===== src/design/strap_led_pkg.sv =====
package strap_led_pkg;
  localparam int          PIN_COUNT        = 5;
  // pin indices, equal to the management address bit they strap
  localparam int          PIN_ACTIVITY     = 0;
  localparam int          PIN_COLLISION    = 1;
  localparam int          PIN_LINK         = 2;
  localparam int          PIN_TX           = 3;
  localparam int          PIN_RX           = 4;
  // collision stretch time and its count at 10 MHz
  localparam int          CLK_PERIOD_NS    = 100;
  localparam int          COL_STRETCH_MS   = 70;
  localparam int          COL_STRETCH_CYC  = (COL_STRETCH_MS * 1000000) / CLK_PERIOD_NS;
  localparam logic [4:0]  ADDR_RESET       = 5'h00;
  localparam logic [1:0]  SYNC_RESET       = 2'h0;
endpackage : strap_led_pkg


===== src/design/strap_sample_led_pins.sv =====
// Function
// - pins are inputs in reset, captured at exit
// - after capture pins drive status outputs
// - software reset keeps straps and pin direction
// - asserted drive level is inverse of strap
// - low strap gives address bit zero
// - bit 0 pin shows receive or transmit
// - bit 1 pin shows collision status
// - collision indication stretched about 70 ms
// - bit 2 pin shows valid link
// - bit 3 pin shows transmit activity
// - bit 4 pin shows receive activity
`timescale 1ns/10ps
`default_nettype none
module strap_sample_led_pins
  import strap_led_pkg::*;
#(
  parameter int STRETCH_CYCLES = COL_STRETCH_CYC
) (
  // clock and hardware reset
  input  wire  logic                 MCLK_I,
  input  wire  logic                 RESET_N_I,
  // software reset, has no effect on the pins
  input  wire  logic                 SW_RESET_I,
  // status from the transceiver core
  input  wire  logic                 TX_ACTIVE_I,
  input  wire  logic                 RX_ACTIVE_I,
  input  wire  logic                 LINK_VALID_I,
  input  wire  logic                 COLLISION_I,
  // multiplexed pins
  input  wire  logic [PIN_COUNT-1:0] PIN_I,
  output var   logic [PIN_COUNT-1:0] PIN_O,
  output var   logic [PIN_COUNT-1:0] PIN_OE_N_O,
  // captured management address
  output var   logic [PIN_COUNT-1:0] MGMT_STATION_ADDRESS_O,
  output var   logic                 ADDR_VALID_O
);

  typedef enum logic [1:0] {
    ST_SAMPLE = 2'h0,
    ST_DRIVE  = 2'h1
  } phase_e;

  localparam int CNT_W = $clog2(STRETCH_CYCLES + 1);

  // sampling or driving
  phase_e                 phase_reg;
  phase_e                 phase_next;
  // pin synchroniser
  logic [PIN_COUNT-1:0]   sync1_reg;
  logic [PIN_COUNT-1:0]   sync1_next;
  logic [PIN_COUNT-1:0]   sync2_reg;
  logic [PIN_COUNT-1:0]   sync2_next;
  // captured address
  logic [PIN_COUNT-1:0]   addr_reg;
  logic [PIN_COUNT-1:0]   addr_next;
  // pin drivers
  logic [PIN_COUNT-1:0]   pin_reg;
  logic [PIN_COUNT-1:0]   pin_next;
  logic [PIN_COUNT-1:0]   oe_n_reg;
  logic [PIN_COUNT-1:0]   oe_n_next;
  // collision stretch
  logic [CNT_W-1:0]       col_cnt_reg;
  logic [CNT_W-1:0]       col_cnt_next;
  // address valid flag
  logic                   valid_reg;
  logic                   valid_next;
  // status and drive levels
  logic [PIN_COUNT-1:0]   status;
  logic [PIN_COUNT-1:0]   level;
  logic                   col_led;

  // pin synchroniser, not reset so it tracks the straps through reset
  always_comb begin
    sync1_next = PIN_I;
    sync2_next = sync1_reg;
  end

  always_ff @(posedge MCLK_I) begin
    sync1_reg <= sync1_next;
    sync2_reg <= sync2_next;
  end

  // collision stretch counter
  always_comb begin
    col_cnt_next = col_cnt_reg;
    if (COLLISION_I) begin
      col_cnt_next = CNT_W'(STRETCH_CYCLES);
    end else if (col_cnt_reg != '0) begin
      col_cnt_next = col_cnt_reg - 1'b1;
    end
  end
  assign col_led = COLLISION_I || (col_cnt_reg != '0);

  always_ff @(posedge MCLK_I or negedge RESET_N_I) begin
    if (!RESET_N_I) begin
      col_cnt_reg <= '0;
    end else begin
      col_cnt_reg <= col_cnt_next;
    end
  end

  // status per pin
  always_comb begin
    status                = '0;
    status[PIN_ACTIVITY]  = RX_ACTIVE_I || TX_ACTIVE_I;
    status[PIN_COLLISION] = col_led;
    status[PIN_LINK]      = LINK_VALID_I;
    status[PIN_TX]        = TX_ACTIVE_I;
    status[PIN_RX]        = RX_ACTIVE_I;
  end

  // asserted level is the inverse of the strap
  for (genvar g = 0; g < PIN_COUNT; g++) begin : g_level
    assign level[g] = status[g] ^ addr_reg[g];
  end

  // phase; SW_RESET_I deliberately not used
  always_comb begin
    phase_next = phase_reg;
    unique case (phase_reg)
      ST_SAMPLE: begin
        phase_next = ST_DRIVE;
      end
      ST_DRIVE: begin
        phase_next = ST_DRIVE;
      end
      default: begin
        phase_next = ST_SAMPLE;
      end
    endcase
  end

  always_ff @(posedge MCLK_I or negedge RESET_N_I) begin
    if (!RESET_N_I) begin
      phase_reg <= ST_SAMPLE;
    end else begin
      phase_reg <= phase_next;
    end
  end

  // address capture at reset exit
  always_comb begin
    addr_next = addr_reg;
    unique case (phase_reg)
      ST_SAMPLE: begin
        addr_next = sync2_reg;
      end
      ST_DRIVE: begin
        addr_next = addr_reg;
      end
      default: begin
        addr_next = addr_reg;
      end
    endcase
  end

  always_ff @(posedge MCLK_I or negedge RESET_N_I) begin
    if (!RESET_N_I) begin
      addr_reg <= ADDR_RESET;
    end else begin
      addr_reg <= addr_next;
    end
  end

  // pin drivers
  always_comb begin
    pin_next  = pin_reg;
    oe_n_next = oe_n_reg;
    unique case (phase_reg)
      ST_SAMPLE: begin
        oe_n_next = {PIN_COUNT{1'b1}};
      end
      ST_DRIVE: begin
        oe_n_next = {PIN_COUNT{1'b0}};
        pin_next  = level;
      end
      default: begin
        oe_n_next = {PIN_COUNT{1'b1}};
      end
    endcase
  end

  always_ff @(posedge MCLK_I or negedge RESET_N_I) begin
    if (!RESET_N_I) begin
      pin_reg  <= {PIN_COUNT{1'b0}};
      oe_n_reg <= {PIN_COUNT{1'b1}};
    end else begin
      pin_reg  <= pin_next;
      oe_n_reg <= oe_n_next;
    end
  end

  // address valid once the pins drive
  always_comb begin
    valid_next = 1'b0;
    unique case (phase_reg)
      ST_SAMPLE: begin
        valid_next = 1'b0;
      end
      ST_DRIVE: begin
        valid_next = 1'b1;
      end
      default: begin
        valid_next = 1'b0;
      end
    endcase
  end

  always_ff @(posedge MCLK_I or negedge RESET_N_I) begin
    if (!RESET_N_I) begin
      valid_reg <= 1'b0;
    end else begin
      valid_reg <= valid_next;
    end
  end

  // outputs
  assign PIN_O                  = pin_reg;
  assign PIN_OE_N_O             = oe_n_reg;
  assign MGMT_STATION_ADDRESS_O = addr_reg;
  assign ADDR_VALID_O           = valid_reg;

endmodule : strap_sample_led_pins
`default_nettype wire


===== config.mk =====
export PLATFORM = sky130hd
export DESIGN_NAME = strap_sample_led_pins
export DESIGN_NICKNAME = d
export VERILOG_FILES = /design/src/design/strap_led_pkg.sv /design/src/design/strap_sample_led_pins.sv
export SDC_FILE = /design/constraint.sdc
export NUM_CORES = 1
export LEC_CHECK = 0
export BUFFER_PORTS_ARGS = -buffer_cell sky130_fd_sc_hd__buf_2
export CORE_ASPECT_RATIO = 0.7
export CORE_MARGIN = 3
export CORE_UTILIZATION = 60
export CTS_CLUSTER_SIZE = 10
export DETAILED_ROUTE_END_ITERATION = 8
export PLACE_DENSITY = 0.91
export SLEW_MARGIN = 30
export SYNTH_ARGS = -nofsm -noshare
export SYNTH_HDL_FRONTEND = slang
export SYNTH_SLANG_ARGS = --single-unit

===== constraint.sdc =====
create_clock -name MCLK_I -period 4.18 [get_ports MCLK_I]
set_input_delay 1.045 -clock MCLK_I [delete_from_list [all_inputs] [get_ports MCLK_I]]
set_output_delay 1.045 -clock MCLK_I [all_outputs]
set_load 0.02 [all_outputs]

# Yosys cells after proc, flatten, opt, wreduce, memory -nomap -nowiden
# Cells that the tools add are included.
# W data, S select, Z words.
# classes
addsub	1
n_eq_ne	1
muxes	5
bitwise	5
n_reduce_logical	6
# op_table
op	count
$mux W20	2
$reduce_bool A20 Y1	1
$sub A20 B1 Y20 const B	1
$mux W5	1
$xor A1 B1 Y1	5
$logic_not A2 Y1	1
$logic_or A1 B1 Y1	2
$mux W1	2
$reduce_bool A2 Y1	1
$reduce_or A2 Y1	1
$eq A1 B1 Y1 const B	1
# totals
reg_bits	47
inputBits	12
output_inout_bits	16

# Longest topological paths before layout
# Gate-level depths: netlist (run 1).
# logic_depth
depth_word	3
depth_mapped	7

# Worst setup path after synthesis (run 1)
# Ideal clock, no wire load.
# synth_path
path_kind	register to register
start	reg col_cnt_reg[0]
end	reg col_cnt_reg[14]
setup_ps	125
arrival_ps	1888
required_time_ps	4055
slack_ps	2167
stages_incl_launch_ff	8
n_path_buf	1
path_cell_list	dfrtp_1 > inv_1 > ha_1 > or4b_1 > nor4_4 > buf_6 > a211oi_2 > mux2_4
# synth_via
elab_chain_cells	3
word_cells_on_any_way	5
cone_classes	add/sub (1); mux (2); reduce/logical (2)
# synth_lines
element	line_no	text
start: declaration	strap_sample_led_pins.sv:63	logic [CNT_W-1:0] col_cnt_reg;
start signal: assignment	strap_sample_led_pins.sv:99	col_cnt_reg <= col_cnt_next;
$sub A20 B1 Y20	strap_sample_led_pins.sv:90	col_cnt_next = col_cnt_reg - 1'b1;
$mux W20	strap_sample_led_pins.sv:89	end else if (col_cnt_reg != '0) begin
$mux W20	strap_sample_led_pins.sv:87	if (COLLISION_I) begin
# Several ways; a longest one is shown, not always the timed one. The select of a mux whose other input is x is not followed.
# A chain may end at the register's enable or synchronous reset.

# Worst setup path after layout (run 1)
# layout_path
start	reg col_cnt_reg[0]
end	reg col_cnt_reg[8]
# The elaborated chain is that of the path after synthesis.

==> impl_metrics.env, run 1 <==
export IMPL_worst_path_max_fanout=14
export IMPL_postCtsSetupBuffers=0
export IMPL_port_buffers=26
export IMPL_fin_hold_ws_ps=332.6
export IMPL_netlist_instances=179
export IMPL_num_antenna_cells=0
export IMPL_reg2reg_from="col_cnt_reg[0]"
export IMPL_root_buffer="clkbuf_8"
export IMPL_synth_nets=193
export IMPL_crit_arrival_ps=2630
export IMPL_grt_use_total_pct=21.56
export IMPL_cts_inserted_buffers=5
export IMPL_io_pins=28
export IMPL_grt_max_degree=34
export IMPL_clkPwrFrac_pct=31.7
export IMPL_vias_per_cell=6.038
export IMPL_netSwitchingFraction_pct=26.36
export IMPL_multi_input_area_um2=842.1
export IMPL_finalWirelength_mm=3.832
export IMPL_synthesis_area_um2=1973
export IMPL_die_area_um2=4024
export IMPL_tightest_slew_ps=734.8
export IMPL_die_y_um=53.98
export IMPL_crit_chain="inv_1, ha_1, or4b_1, nor4_4, buf_4, a211oi_2, mux2_4"
export IMPL_status="finished, final reports clean"
export IMPL_crit_type="reg2reg"
export IMPL_reg2reg_to="col_cnt_reg[8]"
export IMPL_maxSlewHeadroom_pct=51.02
export IMPL_path_clk_slew_ps=80
export IMPL_crit_end="col_cnt_reg[8]"
export IMPL_holdCritPathClass="reg2reg"
export IMPL_rsz0062_at_grt="false"
export IMPL_cellLeakagePower_nw=0.8938
export IMPL_critical_path_depth=7
export IMPL_max_vdd_ir_drop_uv=278.6
export IMPL_cp_end_kind="register"
export IMPL_netlist_cell_type_count=44
export IMPL_maxCapViolations=0
export IMPL_start_kind="register"
export IMPL_drc_errors=0
export IMPL_postCtsHoldBufs=0
export IMPL_num_rows=16
export IMPL_min_period_ps=2448
export IMPL_synth_edf_count=0
export IMPL_cpMaxStageDelayCell="or4b_1"
export IMPL_gp_congestion=0.8520
export IMPL_seq_area_frac_synth_pct=52.06
export IMPL_initialDrtViolationCount=42
export IMPL_wl_per_cell_um=16.10
export IMPL_cts_resized=0
export IMPL_cts_sinks=43
export IMPL_finalSetupTns_ps=0
export IMPL_cts_tree="built"
export IMPL_nets=215
export IMPL_dominantRegCellSynth="dfrtp_1"
export IMPL_clock_path_buffers=2
export IMPL_setup_viol=0
export IMPL_htreeDepth=2
export IMPL_maxClockFrequency_mhz=408.4
export IMPL_drtAntennaViolNets=0
export IMPL_final_setup_skew_ps=8.742
export IMPL_internal_power_mw=0.6234
export IMPL_die_w_um=74.54
export IMPL_largest_register_ffs=20
export IMPL_path_buf_inv=2
export IMPL_ff2ff_path_depth=7
export IMPL_insertion_delay_ps=300
export IMPL_initial_core_util_pct=66.60
export IMPL_vias=1437
export IMPL_syn_area_per_cell_um2=11.02
export IMPL_path_delay_family="simple AND/OR/NAND/NOR gates"
export IMPL_powerDensity_nw_per_um2=390.2
export IMPL_seq_area_um2=1027
export IMPL_place_hpwl_mm=2.716
export IMPL_combPwrFrac_pct=12.9
export IMPL_hold_violations=0
export IMPL_grt_pass1_vias=1484
export IMPL_syn2layout_area_growth_pct=9.956
export IMPL_reg2reg_setup_slack_ps=1730
export IMPL_timing_final_crit_share_pct=58.57
export IMPL_async_reset_ff_share_pct=76.74
export IMPL_crit_required_ps=4360
export IMPL_fillerInstances=213
export IMPL_dr_pass1_iters=4
export IMPL_drv_slew=0
export IMPL_core_area_um2=2963
export IMPL_p_switching_mw=0.2231
export IMPL_critical_path_startpoint="col_cnt_reg[0]"
export IMPL_drive_gt1_share_pct=26.73
export IMPL_antenna_found_initial=0
export IMPL_p_seq_share_pct=55.4
export IMPL_grt_pass1_wl_mm=6.486
export IMPL_yosys_warnings=0
export IMPL_max_stage_delay_ps=530
export IMPL_ys_ff_latch=43
export IMPL_grt_overflow=0
## cell type report
type | count | area share (%)
clock buffer | 7 | 3.979
clock inverter | 1 | 0.2307
inverter | 7 | 1.211
multi-input combinational | 117 | 38.81
sequential | 43 | 47.35
tap | 36 | 2.076
timing repair buffer | 27 | 6.344
## per-layer routing
layer / up-vias / wire (um) / share of wire, % / GRT usage (%)
met4: 0 / 43 / 1.1 / 9.763
met3: 7 / 167 / 4.4 / 5.224
met2: 35 / 1964 / 51 / 38.19
met1: 722 / 1656 / 43 / 24.94
li1: 673 / - / - / -
met5: - / 0 / 0 / 0
## worst reg2reg max path, stage by stage, from the launching register on
cell      delay (ps)
dfrtp_1          420
inv_1            100
ha_1             140
or4b_1           530
nor4_4           420
buf_4            310
a211oi_2         100
mux2_4           320
## layout by cell type (no fill, tap or decap), types with 2 or more instances in the layout
cell type and n:
dfrtp_1 32, buf_2 26, nor2_1 17, nor2b_1 12, dfxtp_1 10, a21oi_1 8
mux2_2 8, inv_1 7, nor4_1 6, nand2_1 6, nand3_1 6, clkbuf_8 6
mux2i_1 5, mux2_4 4, xnor2_1 4, or3_1 3, nor3_1 3, a211o_1 3
a2111oi_0 3, or4_1 3, o21ai_0 3, a211oi_2 2, o31ai_1 2, ha_1 2
## cells in the mapped netlist, drive strengths merged, types with 3 or more instances
| cell type | number | area share [%] |
|---|---|---|
| dfrtp | 32 | 41 |
| nor2 | 17 | 3.2 |
| mux2 | 12 | 7.6 |
| nor2b | 12 | 3.8 |
| dfxtp | 10 | 10 |
| a21oi | 9 | 2.5 |
| buf | 8 | 3.2 |
| nor4 | 8 | 3.6 |
| inv | 7 | 1.3 |
| nand2 | 6 | 1.1 |
| nand3 | 6 | 1.5 |
| mux2i | 5 | 2.5 |
| clkbuf | 4 | 0.76 |
| or4 | 4 | 1.7 |
| xnor2 | 4 | 1.8 |
| a2111oi | 3 | 1.3 |
| a211o | 3 | 1.3 |
| a211oi | 3 | 1.6 |
| nor3 | 3 | 0.76 |
| o21ai | 3 | 0.76 |
| or3 | 3 | 0.95 |
## worst min path at each step
stage	startpoint	end	slack [ps]	cells after the start
4_1_cts	sync1_reg[1]	sync2_reg[1]	340	0
2_1_floorplan	sync1_reg[0]	sync2_reg[0]	310	0
3_5_place_dp	sync1_reg[1]	sync2_reg[1]	320	0
3_3_place_gp	sync1_reg[3]	sync2_reg[3]	310	0
6_report	sync1_reg[1]	sync2_reg[1]	330	0
5_1_grt	sync1_reg[4]	sync2_reg[4]	340	0
## stage by stage
stage / total power, mW / area, um2 / worst slack, ps / utilization [%] / instances
6_report: 0.8465 / 2170 / 1732 / 73.23 / 238
4_1_cts: 0.8534 / 2170 / 1740 / 73.23 / 238
3_3_place_gp: 0.5795 / 2078 / 1832 / 70.14 / 230
3_5_place_dp: 0.5870 / 2078 / 1742 / 70.14 / 230
2_1_floorplan: 0.5479 / 1973 / 2167 / - / 179
5_1_grt: 0.8848 / 2170 / 1579 / 73.23 / 238
## logic make-up after synthesis
group,count (synthesis),synth area share [%]
xor+xnor,4,1.775
mux,17,10.15
other cells,1,0.1901
simple gates,65,19.09
buf+inv,19,5.263
compound gates,28,10.21
fa+ha+maj,2,1.268
flops,43,52.06
## power groups by stage
stage | Combinational [mW] | Clock (mW) | Sequential (mW)
global placement | 0.106 | 0 | 0.474
detailed placement | 0.110 | 0 | 0.477
global route | 0.122 | 0.290 | 0.473
floorplan | 0.0603 | 0 | 0.488
CTS | 0.111 | 0.274 | 0.469
finish | 0.109 | 0.268 | 0.469
Power figures use the tool's default switching activity.
==> inputs of run 2 (changes only) <==
--- a/config.mk
+++ b/config.mk
@@ -8,10 +8,10 @@
 export BUFFER_PORTS_ARGS = -buffer_cell sky130_fd_sc_hd__buf_2
 export CORE_ASPECT_RATIO = 0.7
 export CORE_MARGIN = 3
-export CORE_UTILIZATION = 60
+export CORE_UTILIZATION = 50
 export CTS_CLUSTER_SIZE = 10
 export DETAILED_ROUTE_END_ITERATION = 8
-export PLACE_DENSITY = 0.91
+export PLACE_DENSITY = 0.82
 export SLEW_MARGIN = 30
 export SYNTH_ARGS = -nofsm -noshare
 export SYNTH_HDL_FRONTEND = slang
==> constraint.sdc (replaced) <==
create_clock -name MCLK_I -period 2.1 [get_ports MCLK_I]
set_input_delay 0.525 -clock MCLK_I [delete_from_list [all_inputs] [get_ports MCLK_I]]
set_output_delay 0.525 -clock MCLK_I [all_outputs]
set_load 0.02 [all_outputs]
==> run 2 against run 1 <==
  * Global-route usage fell by 5.4 points
  * Setup slack got worse by 1700 ps
  * Sequential share of layout area fell by 2.4 points
  * Final area rose by 5.3%
  * Clock power rose by 130%
  * Wire length fell by 8.2%
  * Highest routed layer unchanged
  * Count of clock-buffer cells in the layout did not move
==> impl_metrics.env, run 2 (synthesis results as in run 1) <==
export IMPL_crit_required_ps=2290
export IMPL_nets=225
export IMPL_finalSetupTns_ps=0
export IMPL_gp_congestion=0.7972
export IMPL_place_inst=254
export IMPL_cts_inserted_buffers=5
export IMPL_drtAntennaViolNets=0
export IMPL_timing_final_crit_share_pct=96.77
export IMPL_wl_per_cell_um=13.42
export IMPL_setup_viol=0
export IMPL_max_vdd_ir_drop_uv=665.8
export IMPL_grt_pass1_wl_mm=5.720
export IMPL_maxSlewHeadroom_pct=52.07
export IMPL_rsz0062_at_grt="false"
export IMPL_syn2layout_area_growth_pct=15.79
export IMPL_vias=1401
export IMPL_initialDrtViolationCount=106
export IMPL_io_pins=28
export IMPL_holdCritPathClass="in2async"
export IMPL_reg2reg_to="col_cnt_reg[14]"
export IMPL_num_antenna_cells=0
export IMPL_drv_slew=0
export IMPL_insertion_delay_ps=300
export IMPL_drive_gt1_share_pct=30.19
export IMPL_crit_arrival_ps=2220
export IMPL_clock_path_buffers=2
export IMPL_grt_overflow=0
export IMPL_antenna_found_initial=0
export IMPL_grt_pass1_vias=1257
export IMPL_totalPowerFinal_mw=1.789
export IMPL_root_buffer="clkbuf_8"
export IMPL_initial_core_util_pct=54.08
export IMPL_start_kind="register"
export IMPL_crit_type="reg2reg"
export IMPL_cts_tree="built"
export IMPL_ff2ff_path_depth=5
export IMPL_fin_hold_ws_ps=271.7
export IMPL_cts_sinks=43
export IMPL_finalWirelength_mm=3.516
export IMPL_dr_pass1_iters=4
export IMPL_die_w_um=81.09
export IMPL_path_clk_slew_ps=80
export IMPL_powerDensity_nw_per_um2=783.1
export IMPL_status="finished, final reports clean"
export IMPL_largest_register_ffs=20
export IMPL_die_area_um2=4748
export IMPL_cellLeakagePower_nw=0.9504
export IMPL_vias_per_cell=5.347
export IMPL_num_rows=18
export IMPL_reg2reg_from="col_cnt_reg[13]"
export IMPL_hold_violations=0
export IMPL_mostFrequentLayoutCell="dfrtp_1"
export IMPL_grt_max_degree=34
export IMPL_cp_end_kind="register"
export IMPL_cpMaxStageDelayCell="or4_4"
export IMPL_port_buffers=26
export IMPL_layout_common_cells="32 x dfrtp_1, 26 x buf_2, 17 x nor2_1"
export IMPL_maxCapViolations=0
export IMPL_place_hpwl_mm=2.438
export IMPL_postCtsSetupBuffers=0
export IMPL_worst_path_max_fanout=11
export IMPL_reg2reg_setup_slack_ps=70
export IMPL_maxClockFrequency_mhz=492.1
export IMPL_instances_no_fill=262
export IMPL_htreeDepth=2
export IMPL_tightest_slew_ps=719.0
export IMPL_grt_use_total_pct=16.14
export IMPL_die_y_um=58.56
export IMPL_min_period_ps=2032
export IMPL_crit_chain="or4_4, nor4_4, buf_4, a211oi_2, mux2_4"
export IMPL_final_setup_skew_ps=11.39
export IMPL_drc_errors=0
export IMPL_core_area_um2=3649
export IMPL_max_stage_delay_ps=580
run 2: worst max path at each step:
stage                          startpoint              end  slack, ps  cells after the start
after floorplan            col_cnt_reg[0]  col_cnt_reg[14]         90                      7
after global placement     col_cnt_reg[1]   col_cnt_reg[4]         80                      7
after detailed placement   col_cnt_reg[0]   col_cnt_reg[4]         40                      7
after CTS                 col_cnt_reg[14]   col_cnt_reg[4]         10                      5
after global routing       col_cnt_reg[0]   col_cnt_reg[4]          7                      7
final                     col_cnt_reg[13]  col_cnt_reg[14]         70                      5
run 2: area by class of cell:
cell class | instances | area (um2)
clock buffer | 7 | 76.32
clock inverter | 1 | 30.03
fill | 310 | 1364
inverter | 7 | 26.28
multi-input combinational | 117 | 845.8
sequential | 43 | 1027
tap | 50 | 62.56
timing repair buffer | 37 | 216.5
run 2: metal layers:
| layer | GRT usage, % | share of wire [%] | vias up |
|---|---|---|---|
| met1 | 20.28 | 48 | 681 |
| met3 | 4.587 | 4.1 | 6 |
| li1 | - | - | 690 |
| met2 | 25.38 | 46 | 24 |
| met4 | 8.675 | 2.1 | 0 |
| met5 | 0 | 0 | - |
run 2: critical path, delay by kind of cell, from the launching register on:
kind                   cells  cell delay (ps)
AO/OA/AOI/OAI              1               90
buffers and inverters      1              220
flip-flops                 1              430
multiplexers               1              300
AND/OR/NAND/NOR            2              890
run 2: through the flow:
step                instance area [um2]  setup WS (ps)  utilization [%]
floorplan                          1973          87.08                -
global placement                   2171          75.80            59.50
detailed placement                 2171          42.25            59.50
CTS                                2277          12.56            62.41
global route                       2285          7.487            62.62
finish                             2285          67.76            62.62
run 2: report_power, final:
part	switching (mW)	internal [mW]	leakage, nW
clock network	0.271	0.356	0.0524
registers	0.0448	0.882	0.462
logic	0.129	0.106	0.436
run 2: what timing repair did:
action,4_1_cts,5_1_grt
endpoints found under the setup margin,0,7
gates resized for setup,0,2
hold buffers,0,0
endpoints found under the hold margin,0,0
==> inputs of run 3 (changes only) <==
--- a/config.mk
+++ b/config.mk
@@ -5,13 +5,14 @@
 export SDC_FILE = /design/constraint.sdc
 export NUM_CORES = 1
 export LEC_CHECK = 0
+export ABC_AREA = 1
 export BUFFER_PORTS_ARGS = -buffer_cell sky130_fd_sc_hd__buf_2
 export CORE_ASPECT_RATIO = 0.7
 export CORE_MARGIN = 3
-export CORE_UTILIZATION = 50
+export CORE_UTILIZATION = 40
 export CTS_CLUSTER_SIZE = 10
 export DETAILED_ROUTE_END_ITERATION = 8
-export PLACE_DENSITY = 0.82
+export PLACE_DENSITY = 0.69
 export SLEW_MARGIN = 30
 export SYNTH_ARGS = -nofsm -noshare
 export SYNTH_HDL_FRONTEND = slang
==> run 3 against run 2 <==
  * Non-clock buffer count decreased by 11
  * Combinational power up 9.8%
  * Setup slack improved by 310 ps
  * Register-to-register slack better by 310 ps
  * First-iteration DRC count shrank 26%
  * Sequential power barely moved
  * Clock power up 5.9%
  * Utilization is 15 points lower
  * Highest routed layer unchanged
  * Final area rose by 2.2%
  * Final cell count rose by 29%
  * Critical path depth is 3 higher
  * Global-route usage down 0.80 points
==> impl_metrics.env, run 3 <==
export IMPL_status="finished, final reports clean"
export IMPL_path_clk_slew_ps=90
export IMPL_cts_resized=0
export IMPL_maxSlewHeadroom_pct=50.76
export IMPL_fillerInstances=488
export IMPL_drv_slew=0
export IMPL_seq_area_um2=1027
export IMPL_num_rows=21
export IMPL_powerDensity_nw_per_um2=790.5
export IMPL_grt_max_degree=34
export IMPL_synth_most_common_cell="nand2_1"
export IMPL_timing_final_crit_share_pct=81.94
export IMPL_crit_required_ps=2340
export IMPL_initial_core_util_pct=42.29
export IMPL_maxClockFrequency_mhz=581.1
export IMPL_ys_top_cells_by_count="54 x nand2_1, 32 x dfrtp_1, 32 x nor2_1"
export IMPL_io_pins=28
export IMPL_place_hpwl_mm=3.152
export IMPL_finalSetupTns_ps=0
export IMPL_core_area_um2=4861
export IMPL_mostFrequentLayoutCell="nand2_1"
export IMPL_cellLeakagePower_nw=1.096
export IMPL_multi_input_area_um2=893.4
export IMPL_cpMaxStageDelayCell="dfrtp_1"
export IMPL_seq_area_frac_synth_pct=49.97
export IMPL_grt_use_total_pct=15.34
export IMPL_cts_inserted_buffers=5
export IMPL_wl_per_cell_um=12.47
export IMPL_die_y_um=65.98
export IMPL_holdCritPathClass="in2async"
export IMPL_grt_pass1_wl_mm=7.224
export IMPL_final_setup_skew_ps=5.759
export IMPL_die_w_um=91.69
export IMPL_antenna_found_initial=0
export IMPL_nets=283
export IMPL_cp_end_kind="register"
export IMPL_worst_slack_ps=379.3
export IMPL_drive_gt1_share_pct=23.33
export IMPL_start_kind="register"
export IMPL_layout_common_cells="54 x nand2_1, 32 x dfrtp_1, 32 x nor2_1"
export IMPL_max_vdd_ir_drop_uv=300.6
export IMPL_crit_arrival_ps=1960
export IMPL_max_stage_delay_ps=410
export IMPL_syn2layout_area_growth_pct=13.63
export IMPL_maxCapViolations=0
export IMPL_dominantRegCellSynth="dfrtp_1"
export IMPL_rsz0062_at_grt="false"
export IMPL_ys_ff_latch=43
export IMPL_vias=1587
export IMPL_die_area_um2=6049
export IMPL_synth_nets=258
export IMPL_yosys_warnings=0
export IMPL_drtAntennaViolNets=0
export IMPL_yosysTopAreaCell="dfrtp_1"
export IMPL_syn_area_per_cell_um2=8.425
export IMPL_clock_path_buffers=2
export IMPL_gp_congestion=0.9146
export IMPL_crit_type="reg2reg"
export IMPL_insertion_delay_ps=300
export IMPL_dr_pass1_iters=4
export IMPL_largest_register_ffs=20
export IMPL_netlist_instances=244
export IMPL_cts_sinks=43
export IMPL_port_buffers=26
export IMPL_postCtsHoldBufs=0
export IMPL_postCtsSetupBuffers=0
export IMPL_initialDrtViolationCount=78
export IMPL_min_period_ps=1721
export IMPL_synth_edf_count=0
export IMPL_tightest_slew_ps=738.6
export IMPL_setup_viol=0
export IMPL_vias_per_cell=4.681
export IMPL_grt_pass1_vias=1481
export IMPL_worst_path_max_fanout=11
export IMPL_crit_chain="inv_1, ha_1, nand2_1, nor2_1, nand3_2, nor2_1, nand2_1, nand3_1"
export IMPL_netlist_cell_type_count=30
export IMPL_root_buffer="clkbuf_8"
export IMPL_num_antenna_cells=0
export IMPL_drc_errors=0
export IMPL_cts_tree="built"
export IMPL_finalWirelength_mm=4.226
export IMPL_htreeDepth=2
export IMPL_async_reset_ff_share_pct=76.74
export IMPL_yosysTopAreaCellShare_pct=38.95
export IMPL_grt_overflow=0
export IMPL_pre_cts_ws_ps=429.2
export IMPL_hold_violations=0
export IMPL_synthesis_area_um2=2056
export IMPL_synth_area_leaders="dfrtp_1 39%, nand2_1 9.9%, dfxtp_1 9.7%"
[run 3: cell count changes in the layout (fill, tap and decap cells not counted), sizes merged, moves of 11 or more]
cell   delta
nor2b    -12
nand2    +53
nor2     +32
buf      -11
mux2     -12
inv      +16
nand3    +20
[run 3: power by group]
group	internal, mW	switching [mW]
clock network	0.361	0.304
logic	0.0856	0.173
registers	0.879	0.0454
total	1.32	0.522
[run 3: area by class of cell]
type,count,area share (%)
Clock inverter,3,2.035
Tap cell,69,3.696
Inverter,22,3.535
Multi-Input combinational cell,171,38.24
Clock buffer,5,2.946
Timing Repair Buffer,26,5.570
Sequential cell,43,43.97
[run 3: cell families (layout without fill, tap and decap cells)]
logic type / count (synthesis) / after routing / share of synthesized area (%)
adder cells (fa/ha/maj): 2 / 2 / 1.217
buffers and inverters: 30 / 56 / 6.573
other: 1 / 1 / 0.1824
XOR/XNOR: 6 / 6 / 2.557
AO/OA/AOI/OAI: 21 / 21 / 5.660
AND/OR/NAND/NOR: 141 / 141 / 33.84
flip-flops: 43 / 43 / 49.97
[run 3: final timing paths]
kind | cells after the start | end | startpoint | slack, ps
min in group MCLK_I | 1 | sync1_reg[3] | PIN_I[3] | 320
worst min-delay path | 1 | col_cnt_reg[15] | RESET_N_I | 280
worst min register to register | 0 | sync2_reg[2] | sync1_reg[2] | 330
max in group asynchronous | 1 | PIN_O[0] | RESET_N_I | 1350
worst max-delay path | 8 | PIN_O[1] | col_cnt_reg[0] | 380
worst max register to register | 8 | PIN_O[1] | col_cnt_reg[0] | 380
[run 3: stage by stage]
stage	area (um2)	hold WS (ps)	utilization (%)	instances	total power, mW
finish	2336	278.4	48.06	339	1.847
detailed placement	2220	312.1	45.66	331	1.201
floorplan	2056	229.4	-	244	1.116
global route	2336	307.7	48.06	339	1.939
CTS	2336	300.8	48.06	339	1.864
global placement	2220	310.3	45.66	331	1.196
[run 3: metal layers]
layer,vias up,track usage [%],part of all wire [%]
met5,-,0,0
met4,0,6.015,1.3
met3,5,3.868,6.7
met2,33,20.93,39
met1,730,22.86,53
li1,819,-,-
[run 3: critical path: cells and delay by family (launching register included)]
| kind | cells | cell delay, ps |
|---|---|---|
| buf+inv | 1 | 180 |
| fa+ha+maj | 1 | 230 |
| simple gates | 6 | 830 |
| flops | 1 | 410 |
